===== config.mk =====
export PLATFORM = sky130hd
export DESIGN_NAME = tfs_timer
export DESIGN_NICKNAME = d
export VERILOG_FILES = /design/src/hdl/tfs_pkg.sv /design/src/hdl/tfs_out_ff.sv /design/src/hdl/tfs_tick_gen.sv /design/src/hdl/tfs_timer.sv
export SDC_FILE = /design/constraint.sdc
export NUM_CORES = 1
export LEC_CHECK = 0
export ABC_AREA = 1
export BUFFER_PORTS_ARGS = -buffer_cell sky130_fd_sc_hd__buf_4
export CORE_UTILIZATION = 28
export DETAILED_ROUTE_END_ITERATION = 6
export PLACE_DENSITY = 0.43
export SETUP_SLACK_MARGIN = 0.3
export SYNTH_ARGS = -nofsm -noshare
export SYNTH_HDL_FRONTEND = slang
export SYNTH_SLANG_ARGS = --single-unit

===== constraint.sdc =====
create_clock -name ref_clk -period 1.9 [get_ports ref_clk]
set_clock_uncertainty 0.05 [all_clocks]
set_input_delay 0.38 -clock ref_clk [delete_from_list [all_inputs] [get_ports ref_clk]]
set_output_delay 0.38 -clock ref_clk [all_outputs]
set_load 0.02 [all_outputs]

===== src/hdl/tfs_pkg.sv =====
// constants and types shared by the timer flip-flop and status block
package tfs_pkg;

	// register byte offsets on the plain register port
	localparam logic [7:0] OFS_MODE   = 8'h00;
	localparam logic [7:0] OFS_FFCR   = 8'h04;
	localparam logic [7:0] OFS_STATUS = 8'h08;
	localparam logic [7:0] OFS_IMASK  = 8'h0C;
	localparam logic [7:0] OFS_CMP0   = 8'h10;
	localparam logic [7:0] OFS_CMP1   = 8'h14;
	localparam logic [7:0] OFS_RUN    = 8'h18;

	// mode register fields
	localparam int MODE_CLK_LSB   = 0;
	localparam int MODE_CLE_BIT   = 2;
	localparam int MODE_SWCAP_BIT = 5;
	localparam int MODE_W6_BIT    = 6;
	localparam logic [1:0] MODE_CLK_RST = 2'h0;

	// flip-flop control register fields
	localparam int FFCR_CMD_LSB = 0;
	localparam int FFCR_E0T_BIT = 2;
	localparam int FFCR_E1T_BIT = 3;
	localparam int FFCR_C0T_BIT = 4;
	localparam int FFCR_C1T_BIT = 5;
	localparam logic [7:0] FFCR_FIXED_ONES = 8'hC3;

	// status and mask bit positions
	localparam int ST_MATCH0_BIT = 0;
	localparam int ST_MATCH1_BIT = 1;
	localparam int ST_OVF_BIT    = 2;
	localparam int ST_W          = 3;

	// run control field
	localparam int RUN_BIT = 0;

	// prescaler tap masks
	localparam logic [3:0] TAP4_MASK  = 4'h3;
	localparam logic [3:0] TAP16_MASK = 4'hF;

	localparam int CNT_W = 16;
	localparam logic [CNT_W-1:0] CNT_MAX = 16'hFFFF;

	// count clock source encodings
	typedef enum logic [1:0] {
		CLK_SERIAL_PIN = 2'h0,
		CLK_TAP_1      = 2'h1,
		CLK_TAP_4      = 2'h2,
		CLK_TAP_16     = 2'h3
	} tfs_clk_sel_e;

	// software command on the timer flip-flop
	typedef enum logic [1:0] {
		FF_INVERT = 2'h0,
		FF_SET    = 2'h1,
		FF_CLEAR  = 2'h2,
		FF_KEEP   = 2'h3
	} tfs_ff_cmd_e;

	// toggle trigger enables
	typedef struct packed {
		logic capture1_toggle_enable;
		logic capture0_toggle_enable;
		logic match1_toggle_enable;
		logic match0_toggle_enable;
	} tfs_trig_en_s;

	// hardware toggle events for the timer flip-flop
	typedef struct packed {
		logic capture1;
		logic capture0;
		logic match1;
		logic match0;
	} tfs_trig_ev_s;

endpackage


===== src/hdl/tfs_out_ff.sv =====
// timer flip-flop with software command and hardware toggle triggers
`timescale 1ns/1ps
module tfs_out_ff (
	// clock and reset
	input  wire logic                  ref_clk,
	input  wire logic                  arst_n,
	// software command
	input  wire logic                  cmd_valid,
	input  wire tfs_pkg::tfs_ff_cmd_e  cmd,
	// hardware triggers
	input  wire tfs_pkg::tfs_trig_en_s trig_en,
	input  wire tfs_pkg::tfs_trig_ev_s trig_ev,
	// output
	output logic                       timer_flip_flop
);

	logic timer_flip_flop_ff;
	logic hw_toggle;

	// any enabled event inverts once
	assign hw_toggle = (trig_en.capture1_toggle_enable & trig_ev.capture1)
		| (trig_en.capture0_toggle_enable & trig_ev.capture0)
		| (trig_en.match1_toggle_enable & trig_ev.match1)
		| (trig_en.match0_toggle_enable & trig_ev.match0);

	// software invert, set or clear command takes priority over hardware toggles
	always_ff @(posedge ref_clk or negedge arst_n) begin
		if (!arst_n) begin
			timer_flip_flop_ff <= 1'b0;
		end else if (cmd_valid && cmd != tfs_pkg::FF_KEEP) begin
			unique case (cmd)
				tfs_pkg::FF_INVERT: timer_flip_flop_ff <= ~timer_flip_flop_ff;
				tfs_pkg::FF_SET:    timer_flip_flop_ff <= 1'b1;
				tfs_pkg::FF_CLEAR:  timer_flip_flop_ff <= 1'b0;
				tfs_pkg::FF_KEEP:   timer_flip_flop_ff <= timer_flip_flop_ff;
			endcase
		end else if (hw_toggle) begin
			timer_flip_flop_ff <= ~timer_flip_flop_ff;
		end
	end

	assign timer_flip_flop = timer_flip_flop_ff;

endmodule


===== src/hdl/tfs_tick_gen.sv =====
// count tick generator: prescaler taps and synchronised serial clock pin
`timescale 1ns/1ps
module tfs_tick_gen (
	// clock and reset
	input  wire logic                  ref_clk,
	input  wire logic                  arst_n,
	// control
	input  wire tfs_pkg::tfs_clk_sel_e count_clock_select,
	input  wire logic                  serial_clock_pin_input,
	// tick out
	output logic                       count_tick
);

	logic [3:0] presc_ff;
	logic       pin_s1_ff;
	logic       pin_s2_ff;
	logic       pin_s3_ff;
	logic       prescaler_tap_1;
	logic       prescaler_tap_4;
	logic       prescaler_tap_16;
	logic       pin_rise;

	// free-running prescaler
	always_ff @(posedge ref_clk or negedge arst_n) begin
		if (!arst_n) begin
			presc_ff <= 4'h0;
		end else begin
			presc_ff <= presc_ff + 4'h1;
		end
	end

	// two-stage synchroniser then an edge history stage
	always_ff @(posedge ref_clk or negedge arst_n) begin
		if (!arst_n) begin
			pin_s1_ff <= 1'b0;
			pin_s2_ff <= 1'b0;
			pin_s3_ff <= 1'b0;
		end else begin
			pin_s1_ff <= serial_clock_pin_input;
			pin_s2_ff <= pin_s1_ff;
			pin_s3_ff <= pin_s2_ff;
		end
	end

	// tap strobes, one cycle each
	assign prescaler_tap_1  = 1'b1;
	assign prescaler_tap_4  = (presc_ff & tfs_pkg::TAP4_MASK) == tfs_pkg::TAP4_MASK;
	assign prescaler_tap_16 = presc_ff == tfs_pkg::TAP16_MASK;
	assign pin_rise         = pin_s2_ff & ~pin_s3_ff;

	// source select
	always_comb begin
		unique case (count_clock_select)
			tfs_pkg::CLK_SERIAL_PIN: count_tick = pin_rise;
			tfs_pkg::CLK_TAP_1:      count_tick = prescaler_tap_1;
			tfs_pkg::CLK_TAP_4:      count_tick = prescaler_tap_4;
			tfs_pkg::CLK_TAP_16:     count_tick = prescaler_tap_16;
		endcase
	end

endmodule


===== src/hdl/tfs_timer.sv =====
// timer channel top: mode, flip-flop control, status flags and counter
// Function
// - with clear enable set, a compare-1 match resets the up-counter.
// - clock select 00 serial pin, 01/10/11 prescaler taps 1, 4, 16.
// - this channel has no capture pins; capture timing bits are reserved.
// - capture-1 toggle enable inverts the flip-flop on each capture-1 latch.
// - capture-0 toggle enable inverts the flip-flop on each capture-0 latch.
// - match-1 toggle enable inverts the flip-flop on compare-1 match.
// - match-0 toggle enable inverts the flip-flop on compare-0 match.
// - flip-flop field write: 00 invert, 01 set, 10 clear, 11 no change.
// - flip-flop control field always reads back as binary 11.
// - overflow flag, bit 2, set when the up-counter overflows.
// - match-1 flag, bit 1, set on compare-1 match.
// - match-0 flag, bit 0, set on compare-0 match.
// - interrupt only for unmasked events; flags set regardless of mask.
// - reading status returns flags then clears them all; an event in the read cycle still sets its flag.
// - compare registers hold 16 bits; upper bits read zero.
// - mask register has enable bits for overflow, match 1, match 0.
//
// Chosen here: the address-and-strobe port and the register offsets.
`timescale 1ns/1ps
module tfs_timer (
	// clock and reset
	input  wire logic        ref_clk,
	input  wire logic        arst_n,
	// register port
	input  wire logic [7:0]  reg_addr,
	input  wire logic [31:0] reg_wdata,
	input  wire logic        reg_wr,
	input  wire logic        reg_rd,
	output logic      [31:0] reg_rdata,
	// pins and neighbouring logic
	input  wire logic        serial_clock_pin_input,
	input  wire logic        capture0_event,
	input  wire logic        capture1_event,
	// outputs
	output logic             timer_out,
	output logic             irq
);

	// mode register state
	tfs_pkg::tfs_clk_sel_e    clk_sel_ff;
	logic                     clr_on_match_ff;
	logic                     mode_w6_ff;

	// flip-flop control state
	tfs_pkg::tfs_trig_en_s    trig_en_ff;

	// status, mask, compare, run
	logic [tfs_pkg::ST_W-1:0] status_ff;
	logic [tfs_pkg::ST_W-1:0] imask_ff;
	logic [15:0]              cmp0_ff;
	logic [15:0]              cmp1_ff;
	logic                     run_ff;
	logic [15:0]              count_ff;
	logic [31:0]              rdata_ff;

	// decoded strobes
	logic                     wr_mode;
	logic                     wr_ffcr;
	logic                     wr_imask;
	logic                     wr_cmp0;
	logic                     wr_cmp1;
	logic                     wr_run;
	logic                     rd_status;

	// event pulses
	logic                     count_tick;
	logic                     advance;
	logic                     match0;
	logic                     match1;
	logic                     overflow;
	logic [tfs_pkg::ST_W-1:0] status_set;
	logic [15:0]              nxt_count;
	logic [31:0]              nxt_rdata;
	tfs_pkg::tfs_trig_ev_s    trig_ev;

	// interrupt requests per event
	logic [tfs_pkg::ST_W-1:0] irq_req;

	// read-back words, one per register; unused bits zero, except mode [5] and flip-flop control [1:0] and [7:6], which read one
	logic [31:0]              mode_word;
	logic [31:0]              ffcr_word;
	logic [31:0]              status_word;
	logic [31:0]              imask_word;
	logic [31:0]              cmp0_word;
	logic [31:0]              cmp1_word;
	logic [31:0]              run_word;

	// register map, byte offsets on the register port
	//   0x00 mode
	//     [1:0] count clock select: pin, or prescaler taps 1, 4, 16
	//     [2]   clear the counter on a compare-1 match
	//     [4:3] capture timing, reserved here, reads zero
	//     [5]   reads one, writes ignored
	//     [6]   plain read/write bit
	//   0x04 flip-flop control
	//     [1:0] command on write, reads as ones
	//     [2]   toggle on compare-0 match
	//     [3]   toggle on compare-1 match
	//     [4]   toggle on capture-0 latch
	//     [5]   toggle on capture-1 latch
	//     [7:6] read as ones
	//   0x08 status, cleared by reading: [0] match 0, [1] match 1, [2] overflow
	//   0x0C interrupt mask, same layout as status
	//   0x10 compare register 0, 16 bits
	//   0x14 compare register 1, 16 bits
	//   0x18 run control, [0] counts while set, holds the counter at zero when clear
	//   0x1C and above unmapped
	// unmapped writes are dropped, unmapped reads return zero

	// address decode for writes and the clearing read
	// only the status read has a side effect
	assign wr_mode   = reg_wr && reg_addr == tfs_pkg::OFS_MODE;
	assign wr_ffcr   = reg_wr && reg_addr == tfs_pkg::OFS_FFCR;
	assign wr_imask  = reg_wr && reg_addr == tfs_pkg::OFS_IMASK;
	assign wr_cmp0   = reg_wr && reg_addr == tfs_pkg::OFS_CMP0;
	assign wr_cmp1   = reg_wr && reg_addr == tfs_pkg::OFS_CMP1;
	assign wr_run    = reg_wr && reg_addr == tfs_pkg::OFS_RUN;
	assign rd_status = reg_rd && reg_addr == tfs_pkg::OFS_STATUS;

	// mode register: clock select, clear enable, one plain bit
	// a new clock select takes effect from the next tick on
	always_ff @(posedge ref_clk or negedge arst_n) begin
		if (!arst_n) begin
			clk_sel_ff      <= tfs_pkg::tfs_clk_sel_e'(tfs_pkg::MODE_CLK_RST);
			clr_on_match_ff <= 1'b0;
			mode_w6_ff      <= 1'b0;
		end else if (wr_mode) begin
			clk_sel_ff      <= tfs_pkg::tfs_clk_sel_e'(
				reg_wdata[tfs_pkg::MODE_CLK_LSB +: 2]);
			clr_on_match_ff <= reg_wdata[tfs_pkg::MODE_CLE_BIT];
			mode_w6_ff      <= reg_wdata[tfs_pkg::MODE_W6_BIT];
		end
	end

	// flip-flop control register: toggle trigger enables
	// the command field is not stored; it acts once, in the write cycle
	always_ff @(posedge ref_clk or negedge arst_n) begin
		if (!arst_n) begin
			trig_en_ff <= '0;
		end else if (wr_ffcr) begin
			trig_en_ff.capture1_toggle_enable <= reg_wdata[tfs_pkg::FFCR_C1T_BIT];
			trig_en_ff.capture0_toggle_enable <= reg_wdata[tfs_pkg::FFCR_C0T_BIT];
			trig_en_ff.match1_toggle_enable   <= reg_wdata[tfs_pkg::FFCR_E1T_BIT];
			trig_en_ff.match0_toggle_enable   <= reg_wdata[tfs_pkg::FFCR_E0T_BIT];
		end
	end

	// interrupt mask register
	// a one lets that event's flag raise the interrupt
	always_ff @(posedge ref_clk or negedge arst_n) begin
		if (!arst_n) begin
			imask_ff <= '0;
		end else if (wr_imask) begin
			imask_ff <= reg_wdata[tfs_pkg::ST_W-1:0];
		end
	end

	// compare registers hold 16 bits
	// a new compare value applies from the next tick on
	always_ff @(posedge ref_clk or negedge arst_n) begin
		if (!arst_n) begin
			cmp0_ff <= 16'h0000;
			cmp1_ff <= 16'h0000;
		end else begin
			if (wr_cmp0) begin
				cmp0_ff <= reg_wdata[15:0];
			end
			if (wr_cmp1) begin
				cmp1_ff <= reg_wdata[15:0];
			end
		end
	end

	// run control
	// writing zero stops the timer and clears the counter
	always_ff @(posedge ref_clk or negedge arst_n) begin
		if (!arst_n) begin
			run_ff <= 1'b0;
		end else if (wr_run) begin
			run_ff <= reg_wdata[tfs_pkg::RUN_BIT];
		end
	end

	// count tick source
	// the pin passes a two-stage synchroniser inside, so the tick comes two cycles late
	tfs_tick_gen u_tick (
		.ref_clk                (ref_clk),
		.arst_n                 (arst_n),
		.count_clock_select     (clk_sel_ff),
		.serial_clock_pin_input (serial_clock_pin_input),
		.count_tick             (count_tick)
	);

	// match and overflow events, taken on the tick that leaves the value;
	// a clearing compare-1 match at the top value is not an overflow
	assign advance  = run_ff & count_tick;
	assign match0   = advance && count_ff == cmp0_ff;
	assign match1   = advance && count_ff == cmp1_ff;
	assign overflow = advance && count_ff == tfs_pkg::CNT_MAX && !(match1 && clr_on_match_ff);

	// next count: clear on match 1 when enabled, wrap at the top;
	// a stopped timer holds zero, so every start begins from zero
	always_comb begin
		nxt_count = count_ff;
		if (!run_ff) begin
			nxt_count = 16'h0000;
		end else if (match1 && clr_on_match_ff) begin
			nxt_count = 16'h0000;
		end else if (advance) begin
			nxt_count = count_ff + 16'h0001;
		end
	end

	// up-counter
	// wraps to zero after the top value
	always_ff @(posedge ref_clk or negedge arst_n) begin
		if (!arst_n) begin
			count_ff <= 16'h0000;
		end else begin
			count_ff <= nxt_count;
		end
	end

	// status set vector
	// every event sets its flag whatever the mask holds
	always_comb begin
		status_set                         = '0;
		status_set[tfs_pkg::ST_OVF_BIT]    = overflow;
		status_set[tfs_pkg::ST_MATCH1_BIT] = match1;
		status_set[tfs_pkg::ST_MATCH0_BIT] = match0;
	end

	// sticky flags: reading clears, a new event in the same cycle wins,
	// so an event that meets the clearing read is never lost
	always_ff @(posedge ref_clk or negedge arst_n) begin
		if (!arst_n) begin
			status_ff <= '0;
		end else if (rd_status) begin
			status_ff <= status_set;
		end else begin
			status_ff <= status_ff | status_set;
		end
	end

	// per-event requests: a masked event still sets its flag,
	// it only never reaches the interrupt line
	assign irq_req = status_ff & imask_ff;

	// level interrupt, high while any unmasked flag is set
	assign irq = |irq_req;

	// toggle events for the flip-flop
	// capture events arrive already aligned to this clock
	assign trig_ev.capture1 = capture1_event;
	assign trig_ev.capture0 = capture0_event;
	assign trig_ev.match1   = match1;
	assign trig_ev.match0   = match0;

	// timer flip-flop; control writes are expected only while stopped,
	// an invert, set or clear write during counting still acts, ahead of any hardware toggle
	tfs_out_ff u_ff (
		.ref_clk         (ref_clk),
		.arst_n          (arst_n),
		.cmd_valid       (wr_ffcr),
		.cmd             (tfs_pkg::tfs_ff_cmd_e'(reg_wdata[tfs_pkg::FFCR_CMD_LSB +: 2])),
		.trig_en         (trig_en_ff),
		.trig_ev         (trig_ev),
		.timer_flip_flop (timer_out)
	);

	// mode word; capture timing bits stay zero on this channel
	always_comb begin
		mode_word                              = 32'h0000_0000;
		mode_word[tfs_pkg::MODE_CLK_LSB +: 2]  = clk_sel_ff;
		mode_word[tfs_pkg::MODE_CLE_BIT]       = clr_on_match_ff;
		mode_word[tfs_pkg::MODE_SWCAP_BIT]     = 1'b1;
		mode_word[tfs_pkg::MODE_W6_BIT]        = mode_w6_ff;
	end

	// flip-flop control word; the command field never reads back
	always_comb begin
		ffcr_word                              = 32'h0000_0000;
		ffcr_word[7:0]                         = tfs_pkg::FFCR_FIXED_ONES;
		ffcr_word[tfs_pkg::FFCR_C1T_BIT]       = trig_en_ff.capture1_toggle_enable;
		ffcr_word[tfs_pkg::FFCR_C0T_BIT]       = trig_en_ff.capture0_toggle_enable;
		ffcr_word[tfs_pkg::FFCR_E1T_BIT]       = trig_en_ff.match1_toggle_enable;
		ffcr_word[tfs_pkg::FFCR_E0T_BIT]       = trig_en_ff.match0_toggle_enable;
	end

	// status and mask words share one layout
	always_comb begin
		status_word                            = 32'h0000_0000;
		imask_word                             = 32'h0000_0000;
		status_word[tfs_pkg::ST_W-1:0]         = status_ff;
		imask_word[tfs_pkg::ST_W-1:0]          = imask_ff;
	end

	// compare words; the upper half reads zero
	always_comb begin
		cmp0_word                              = 32'h0000_0000;
		cmp1_word                              = 32'h0000_0000;
		cmp0_word[15:0]                        = cmp0_ff;
		cmp1_word[15:0]                        = cmp1_ff;
	end

	// run word
	always_comb begin
		run_word                               = 32'h0000_0000;
		run_word[tfs_pkg::RUN_BIT]             = run_ff;
	end

	// read mux; unmapped offsets return zero
	always_comb begin
		unique case (reg_addr)
			tfs_pkg::OFS_MODE:   nxt_rdata = mode_word;
			tfs_pkg::OFS_FFCR:   nxt_rdata = ffcr_word;
			tfs_pkg::OFS_STATUS: nxt_rdata = status_word;
			tfs_pkg::OFS_IMASK:  nxt_rdata = imask_word;
			tfs_pkg::OFS_CMP0:   nxt_rdata = cmp0_word;
			tfs_pkg::OFS_CMP1:   nxt_rdata = cmp1_word;
			tfs_pkg::OFS_RUN:    nxt_rdata = run_word;
			default:             nxt_rdata = 32'h0000_0000;
		endcase
	end

	// read data stands only in the cycle after the strobe
	// and is zero otherwise, so no stale value lingers on the port
	always_ff @(posedge ref_clk or negedge arst_n) begin
		if (!arst_n) begin
			rdata_ff <= 32'h0000_0000;
		end else if (reg_rd) begin
			rdata_ff <= nxt_rdata;
		end else begin
			rdata_ff <= 32'h0000_0000;
		end
	end

	// registered read data drives the port
	assign reg_rdata = rdata_ff;

endmodule


# Yosys cells after proc, flatten, opt, wreduce, memory -nomap -nowiden
# Index checks and enable logic that the tools add are counted.
# op_classes
muxes,10
n_eq_ne,20
n_reduce_logical,20
addsub,2
bitwise,13
# ops
cell,count
case mux 16 bit (7 select lines),1
two-way mux 16 bit,4
equality test 16 bit,2
"equality test 8 x 5 -> 1 bit, second input constant",3
"adder 16 x 1 -> 16 bit, second input constant",1
"equality test 16 bit, second input constant",1
"equality test 8 x 4 -> 1 bit, second input constant",2
logical AND 1 bit,13
"equality test 2 bit, second input constant",5
"equality test 8 x 3 -> 1 bit, second input constant",1
zero test 8 bit,1
AND 1 bit,6
"adder 4 x 1 -> 4 bit, second input constant",1
"equality test 2 x 1 -> 1 bit, second input constant",2
"equality test 4 bit, second input constant",1
zero test 2 bit,2
"!= test 2 bit, second input constant",2
case mux 1 bit (4 select lines),1
AND 3 bit,1
two-way mux 3 bit,1
"!= test 3 x 1 -> 1 bit, second input constant",1
OR 1 bit,3
OR 3 bit,1
case mux 1 bit (3 select lines),1
other kinds (6),8
# totals
output_inout_bits,34
in_bits,47
reg_bits,103
elab_cells,84

# Logic depth before layout (Yosys ltp)
# Gate-level depths: netlist of the first run.
# depth
depth_word,10
depth_mapped,11

# By module
# Synthesis of the first run repeated with hierarchy kept, for this count alone.
# hier_totals
cells_unflattened,703
area_unflattened_um2,4983.5
# modules_own_cells
module,cells_per_inst,area_each_um2,instances
tfs_timer,653,4583.1,1
tfs_tick_gen,25,262.8,1
tfs_out_ff,25,137.6,1

# Worst setup path before layout of the first run
# No wires, ideal clock.
# synth_timing
path_kind,reg2reg
start,register count_ff[0]
end,register count_ff[12]
period_less_slack_ns,1.522
path_slack_ns,0.378
required_time_ns,1.733
t_arrival_ns,1.355
setup_ns,0.117
stages_incl_launch_ff,11
n_path_buf,0
cell_sequence,dfrtp_1 ha_1 nand3_1 nor2_1 nand2_1 nor2_4 nand2_1 nor3_2 nor2_1 nand3_1 nand2_1
# synth_between
elab_chain_len,5
word_cells_on_any_way,8
# synth_rtl
item,line,rtl
from (decl),tfs_timer.sv:55,logic [15:0] count_ff;
from (signal assigned),tfs_timer.sv:222,count_ff <= nxt_count;
branches (longest 5 deep; another with adder 16 x 1 -> 16 bit),n/a,
# Several ways; the timed one is not identified. The select of a mux whose other input is x is not followed.
# A chain may end at the register's enable or synchronous reset.

# Final worst setup path of the first run
# layout_timing
start,register count_ff[0]
end,register count_ff[6]
# The elaborated chain is that of the path after synthesis.

==> results.txt, run 1 <==
The run finished with clean final reports. The count of final setup violators is 0. Ranked by total cell area, the synthesized netlist is headed by sky130_fd_sc_hd__dfrtp_1, sky130_fd_sc_hd__nand2_1, sky130_fd_sc_hd__inv_1.

The kind of cell adding the most delay to the critical path is simple AND/OR/NAND/NOR gates. During synthesis, Yosys emitted a total of 0 warnings. After floorplanning, the core was sized to cover 16580 um^2. The number of iterations in the first detailed-routing pass is 5. Counting both buffers and inverters, the worst setup path holds a total of 4. The initial utilization of the core area, before any placement, comes to 0.2863.

After filler insertion, the fill cell instance count of the layout stands at 1737. Of the total power, the share spent switching nets is 0.2408. Among all stages on the critical path, the largest delay is contributed by sky130_fd_sc_hd__dfrtp_1. In the synthesized netlist the dominant register cell turns out to be sky130_fd_sc_hd__dfrtp_1. The post-route minimum period came out at 1.729 ns. The sequential cell area came out at 2181 um^2. The power density over the cells came out at 768.5 nW/um^2. The achievable frequency is 578.3 MHz. The post-synthesis compound-gate area fraction is 0.09671. The parity-gate share of the synthesized area counting xor and xnor cells came out at 0.02213.

The final global-route overflow total came out at 0. The post-synthesis async set-or-reset flop share came out at 1.000. The worst setup path is launched from a flop. The initial antenna violation count came out at 0. The worst setup path is of the reg -> reg kind.

The number of primary I/O pins came out at 81. The post-detailed-placement half-perimeter wirelength came out at 9585 um. Of the total power, combinational logic draws 0.107.

The area share of the leading cell type in the synthesized netlist came out at 0.4585. The number of clock sinks is 87. The clock-pin slew on the worst setup and hold paths is 0.07 ns. TritonCTS built the clock tree. The vertical die dimension is 132.2 um. The maximum number of pins on one net before global-route repair came out at 37. The share of total power in sequential cells is 0.420. Of all nets on the critical path, the largest fanout is 4. The final core utilization came out at 0.3690. The adder-cell share of the synthesized area is 0.01054. The library cell used as clock root buffer is sky130_fd_sc_hd__clkbuf_16. The path class of the tightest hold or removal check is in -> reg. The most frequent cell on the critical path is sky130_fd_sc_hd__buf_4. The share of synthesized area occupied by flip-flops and latches came out at 0.4585. The number of synthesized flops with an enable pin came out at 0.

In this run, CTS created clock tree buffers numbering 9. No sink is reached through more buffers than the 2 on the longest clock path. The setup TNS after final layout is 0 ns. The maximum single-stage delay on the critical path is 0.40 ns.

The internal cell power came out at 3.570 mW. The number of diodes came out at 0. The die area is 17480 um^2. Across the run, the number of max-cap violations was 0. The number of flip-flops and latches in the synthesized netlist is 87. The simple-gate share of the synthesized area came out at 0.3012. In the finished design, the share of the clock period the worst path needs comes to 0.9101.

The minimum setup slack among reg-to-reg paths is 0.17 ns. The net switching component of the power came out at 1.133 mW. The count of routing violations after the opening detailed-route iteration came out at 250.

The final-report hold violation count is 0. The total wirelength of the detailed-routed design came out at 13150 um. Each instance of the synthesized netlist takes up on average 7.537 um^2. The first global-routing pass estimated 21490 um of wire.

The number of levels the H-tree was split into is 3. The layout-stage area growth over the synthesis result is 28.88%. The final worst hold slack is 0.08341 ns.

The arrival time of data at the critical path endpoint came out at 1.97 ns. The multi-input logic area came out at 2243 um^2. Of all cell types, the one taking the most synthesized area is sky130_fd_sc_hd__dfrtp_1. The count of unresolved DRC violations after routing came out at 0.

The proportion of synthesized area in mux cells is 0. The placer congestion estimate is 0.8263. The die width is 132.2 um. The count of nets left with antenna violations after detail routing came out at 0.

In the layout the commonest cells are sky130_fd_sc_hd__nand2_1, sky130_fd_sc_hd__dfrtp_1, sky130_fd_sc_hd__buf_4. Synthesis produced 630 cells. Of the cells placed in the final design, the portion with a size suffix greater than 1 is 0.2562. Dividing the detail-routed wire length by the instance count gives 13.96 um. The worst setup path is captured at a flop. Of the total power, the clock network draws 0.472.

The endpoint required time on the critical path is 2.15 ns. The global router's overall resource usage is 0.1602. The via count of the first global-routing pass came out at 4074. The final route contains 4234 vias. The final-stage net count is 768. The later-pin clock latency in the skew report is 0.35 ns. The cell area after synthesis is 4748 um^2. The routed via count divided by cell count is 4.495. Setup repair after global routing could not meet its margin everywhere. Synthesis instantiated 33 different standard cells from the library. The floorplan has 47 rows. The signal on the critical path passes through ha_2 -> nand3_2 -> nor2_2 -> nand2_2 -> buf_4 -> buf_4 -> buf_4 -> buf_4 -> nand2_1 -> nand3_2 -> nand2_1. The largest family of logic cells by synthesized area is simple AND/OR/NAND/NOR gates.

The leakage power came out at 3.011 nW. The count of input and output buffers came out at 48. The max-slew violation count came out at 0.

The library cell used most frequently in the layout, excluding fill and tap cells, is sky130_fd_sc_hd__nand2_1. The maximum vdd drop is 0.4296 mV.
power by group through the flow:
stage	Clock, mW	Sequential (mW)	Combinational [mW]
3_5_place_dp	0	2.01	0.468
6_report	2.22	1.98	0.505
3_3_place_gp	0	2.01	0.461
5_1_grt	2.36	1.98	0.565
2_1_floorplan	0	2.01	0.291
4_1_cts	2.27	1.98	0.486
cells in the mapped netlist, drive strengths merged (2+ instances only):
cell type  count
nand2        230
a21oi         18
dfrtp         87
nand4         11
o211ai         3
o22ai          2
xnor2          3
o21ai         59
inv           84
xor2           9
nor3           6
buf           30
ha             4
nand3         32
nor2          43
or2            2
cells by family (layout without fill, tap and decap cells):
family / after synthesis / in the layout
AND/OR/NAND/NOR: 326 / 326
buffers and inverters: 115 / 192
flip-flops: 87 / 87
AO/OA/AOI/OAI: 85 / 85
XOR/XNOR: 12 / 12
adder cells (fa/ha/maj): 4 / 4
other: 1 / 16
routing by layer:
metal  share of wire  vias up  track usage
li1                -     2130            -
met1            0.50     1999       0.2313
met2            0.44       86       0.2354
met3           0.032       19      0.02191
met4           0.024        0      0.07599
met5               0        -            0
final cells by class:
class | count | area share
Clock buffer | 11 | 0.03966
Timing Repair Buffer | 92 | 0.1190
Inverter | 84 | 0.05234
Clock inverter | 5 | 0.02106
Tap cell | 220 | 0.04498
Sequential cell | 87 | 0.3564
Multi-Input combinational cell | 443 | 0.3666
sequential cells by signal, summed over array words and instances, names as in the netlist, 2 cells and up:
name             count
clk_sel_ff           2
cmp0_ff             16
cmp1_ff             16
count_ff            16
ffcr_word            4
imask_ff             3
reg_rdata           16
status_ff            3
u_tick.presc_ff      4
metrics by stage:
step | setup WS (ns) | cell area, um^2 | power (mW) | instances
finish | 0.1708 | 6120 | 4.703 | 942
global route | 0.06742 | 6120 | 4.907 | 942
CTS | 0.1814 | 5982 | 4.732 | 934
detailed placement | 0.008463 | 5398 | 2.479 | 902
global placement | 0.05512 | 5398 | 2.471 | 902
floorplan | 0.3780 | 4805 | 2.297 | 645
path summary, 6_finish.rpt:
kind	start	endpoint	cells past startpoint
worst max register to register	count_ff[0]$_DFFE_PN0P_	count_ff[6]$_DFFE_PN0P_	11
worst max-delay path	count_ff[0]$_DFFE_PN0P_	count_ff[6]$_DFFE_PN0P_	11
max in group asynchronous	arst_n	count_ff[2]$_DFFE_PN0P_	3
min in group asynchronous	arst_n	count_ff[6]$_DFFE_PN0P_	2
worst min register to register	u_tick.pin_s1_ff$_DFF_PN0_	u_tick.pin_s2_ff$_DFF_PN0_	0
worst min-delay path	serial_clock_pin_input	u_tick.pin_s1_ff$_DFF_PN0_	1
repair_timing:
action,CTS,global route
hold endpoints to repair,31,0
hold buffers,1,0
pin swaps,16,21
resized for setup,24,26
setup buffers,15,8
setup endpoints to repair,18,36
No activity file was read; power rests on OpenSTA's default activity.
==> inputs of run 2 (changes only) <==
- CORE_UTILIZATION: 28 -> 40
- GPL_ROUTABILITY_DRIVEN: unset -> 1
- PLACE_DENSITY: 0.43 -> 0.57
==> run 2 against run 1 <==
Effect of this change: the run now ends with DRC left; sequential share of layout area increased by 0.79 points; routed wire length decreased by 6.8%; sequential power about the same; clock power decreased by 12%; power decreased by 5.6%; critical path type unchanged; largest power group is now registers.
==> results.txt, run 2 (synthesized netlist as in run 1, its figures left out) <==
The count of cells along the worst register-to-register path was 11 (unchanged). The vertical die dimension came out at 111.0 um (was 132.2 um). The fraction of layout cells with a size suffix above 1 was 0.2566 (was 0.2562). The multi-input logic area is 2265 um^2 (was 2243 um^2).

The number of iterations in the first detailed-routing pass came out at 7 (was 5). The achievable frequency is 602.1 MHz (was 578.3 MHz). The number of levels the H-tree was split into came to 3 (unchanged). The endpoint of the worst register-to-register path is count_ff[15]$_DFFE_PN0P_ (was count_ff[6]$_DFFE_PN0P_). The final global-route overflow total came to 0 (unchanged).

Run status: complete, but fails checks (was complete, no violations). The later-pin clock latency in the skew report came to 0.35 ns (about the same). The number of filler cells placed in the layout was 1104 (was 1737). The final period utilization came to 0.8741 (was 0.9101). The power density over the cells came out at 739.0 nW/um^2 (was 768.5 nW/um^2). The minimum setup slack among reg-to-reg paths was 0.24 ns (was 0.17 ns).

The most frequent cell on the critical path was sky130_fd_sc_hd__nand3_2 (was sky130_fd_sc_hd__buf_4). The count of placed standard cells in the final layout, fillers left out is 860 (was 942). The total wirelength of the detailed-routed design is 12260 um (was 13150 um). The count of nets left with antenna violations after detail routing is 0 (unchanged). The post-route minimum period came out at 1.661 ns (was 1.729 ns). The arrival time of data at the critical path endpoint is 1.90 ns (was 1.97 ns).

Cells traversed along the worst timing path: ha_4 -> nand3_2 -> nand3_2 -> nand2_2 -> nor2_4 -> buf_6 -> inv_2 -> a31oi_4 -> buf_12 -> nand3_1 -> nand2_1 (was ha_2 -> nand3_2 -> nor2_2 -> nand2_2 -> buf_4 -> buf_4 -> buf_4 -> buf_4 -> nand2_1 -> nand3_2 -> nand2_1). The via count of the first global-routing pass came to 4079 (was 4074). The max-capacitance violation count came out at 0 (unchanged).

The layout-stage area growth over the synthesis result is 26.51% (was 28.88%). The largest fanout of any net on the critical path came to 12 (was 4). The clock-pin slew on the worst setup and hold paths is 0.06 ns (was 0.07 ns). The library cell used as clock root buffer was sky130_fd_sc_hd__clkbuf_16 (unchanged). The maximum number of pins on one net before global-route repair is 37 (unchanged). The maximum vdd drop came out at 0.5027 mV (was 0.4296 mV). The global router's overall resource usage is 0.2174 (was 0.1602). The worst-case setup slack after placement came out at 0.04145 ns (was 0.008463 ns). The count of standard-cell rows is 39 (was 47).

The max-slew violation count was 0 (unchanged). The final-stage net count came out at 764 (was 768). The kind of path behind the tightest hold check is in -> reg (unchanged). The endpoint required time on the critical path was 2.13 ns (was 2.15 ns).

The die width was 111.0 um (was 132.2 um). The count of cells along the worst hold path is 1 (unchanged). The kind of capture point of the worst setup path was a flop (unchanged). The worst setup slack after layout is 0.2392 ns (was 0.1708 ns). The setup TNS after final layout came out at 0 ns (unchanged). The startpoint class of the critical path is a flop (unchanged).

The routed via count divided by cell count came out at 4.928 (was 4.495). The maximum clock path buffer count came out at 2 (unchanged). The maximum single-stage delay on the critical path is 0.39 ns (was 0.40 ns). The leakage power is 3.019 nW (was 3.011 nW). The placer congestion estimate came out at 0.8932 (was 0.8263). The average routed wire per standard cell was 14.25 um (was 13.96 um).

The post-detailed-placement half-perimeter wirelength is 8653 um (was 9585 um). The die area came out at 12310 um^2 (was 17480 um^2). The count of input and output buffers came out at 48 (unchanged).

The path type of the worst setup path is reg -> reg (unchanged). The final-report hold violation count came out at 0 (unchanged). Setup repair after global routing missed its margin: yes (unchanged). The count of routing violations after the opening detailed-route iteration came out at 290 (was 250). The detailed-route via count is 4238 (was 4234). The cell count after placement came out at 818 (was 902). The clock tree from TritonCTS is built (unchanged). The number of clock sinks came out at 87 (unchanged). The amount of wire on met3 after detailed routing is 619 um (was 420 um). The number of primary I/O pins is 81 (unchanged). The wire length on met1 came out at 5959 um (was 6640 um).

The number of diodes came out at 0 (unchanged). The most common cell after layout, fill and taps aside is sky130_fd_sc_hd__nand2_1 (unchanged). The count of unresolved DRC violations after routing came out at 8 (was 0).

The total CTS buffers came out at 9 (unchanged). The worst min-delay path startpoint is serial_clock_pin_input (unchanged). The met2 wire length came to 5399 um (was 5773 um). The sequential cell area is 2188 um^2 (was 2181 um^2). The starting density of the core is 0.4123 (was 0.2863). The highest routed metal layer is met4 (unchanged). The initial antenna violation count was 0 (unchanged). The count of final setup violators came out at 0 (unchanged). Highest-count cells in the layout ignoring fill and taps: sky130_fd_sc_hd__nand2_1, sky130_fd_sc_hd__dfrtp_1, sky130_fd_sc_hd__buf_4 (unchanged). The area of the core region is 11520 um^2 (was 16580 um^2). The first-pass GRT wire length is 20630 um (was 21490 um). The checks that failed: DRC. The hold-critical path endpoint is u_tick.pin_s1_ff$_DFF_PN0_ (unchanged). The slowest library cell on the worst path is sky130_fd_sc_hd__dfrtp_1 (unchanged).

The beginning of the worst register-to-register path is u_tick.presc_ff[1]$_DFF_PN0_ (was count_ff[0]$_DFFE_PN0P_).
==> run 2: cell types whose count changed in the layout (fill, tap and decap cells not counted), sizes merged <==
cell	change
buf	-4
bufinv	-2
clkbuf	+1
==> run 2: stage by stage <==
stage	cell area, um^2	power (mW)	util	hold WS (ns)
after floorplan	4805	2.297	-	0.03441
after global placement	5274	2.458	0.4580	0.2856
after detailed placement	5274	2.468	0.4580	0.2858
after CTS	5878	4.450	0.5104	0.08233
after global routing	6007	4.624	0.5216	0.07923
final	6007	4.439	0.5216	0.08884
==> run 2: how the worst max path moves through the flow <==
stage / slack, ns / depth (start not counted) / from / endpoint
after floorplan: 0.38 / 10 / count_ff[0]$_DFFE_PN0P_ / count_ff[12]$_DFFE_PN0P_
after global placement: 0.05 / 9 / count_ff[0]$_DFFE_PN0P_ / status_ff[2]$_DFF_PN0_
after detailed placement: 0.04 / 9 / count_ff[0]$_DFFE_PN0P_ / status_ff[2]$_DFF_PN0_
after CTS: 0.19 / 9 / count_ff[8]$_DFFE_PN0P_ / status_ff[2]$_DFF_PN0_
after global routing: 0.12 / 11 / u_tick.presc_ff[0]$_DFF_PN0_ / count_ff[15]$_DFFE_PN0P_
final: 0.24 / 11 / u_tick.presc_ff[1]$_DFF_PN0_ / count_ff[15]$_DFFE_PN0P_
==> run 2: worst max-delay path: cells and delay by family (launching register included) <==
family                   cells  cell delay [ns]
AND/OR/NAND/NOR              6             0.53
flip-flops                   1             0.39
adder cells (fa/ha/maj)      1             0.16
AO/OA/AOI/OAI                1             0.16
buffers and inverters        3             0.33
==> run 2: repair_timing <==
| item | in CTS | in global routing |
|---|---|---|
| pin swaps | 11 | 18 |
| hold buffers | 1 | 0 |
| setup buffers | 19 | 7 |
| hold endpoints to repair | 32 | 0 |
| setup endpoints to repair | 19 | 18 |
| resized for setup | 29 | 26 |
==> run 2: routing by layer <==
| layer | up-vias | global-route usage |
|---|---|---|
| li1 | 2113 | - |
| met1 | 1984 | 0.3162 |
| met2 | 122 | 0.3245 |
| met3 | 19 | 0.03226 |
| met4 | 0 | 0.08584 |
| met5 | - | 0 |
==> run 2: layout make-up <==
type | count | share of cell area
inverter | 84 | 0.05332
sequential | 87 | 0.3643
tap | 143 | 0.02979
timing repair buffer | 88 | 0.1204
clock inverter | 3 | 0.01083
multi-input combinational | 443 | 0.3770
clock buffer | 12 | 0.04437
==> run 2: where the power goes <==
part | total (mW) | switching (mW) | internal (mW)
Clock | 1.95 | 0.701 | 1.25
Combinational | 0.511 | 0.310 | 0.201
Sequential | 1.98 | 0.0610 | 1.92
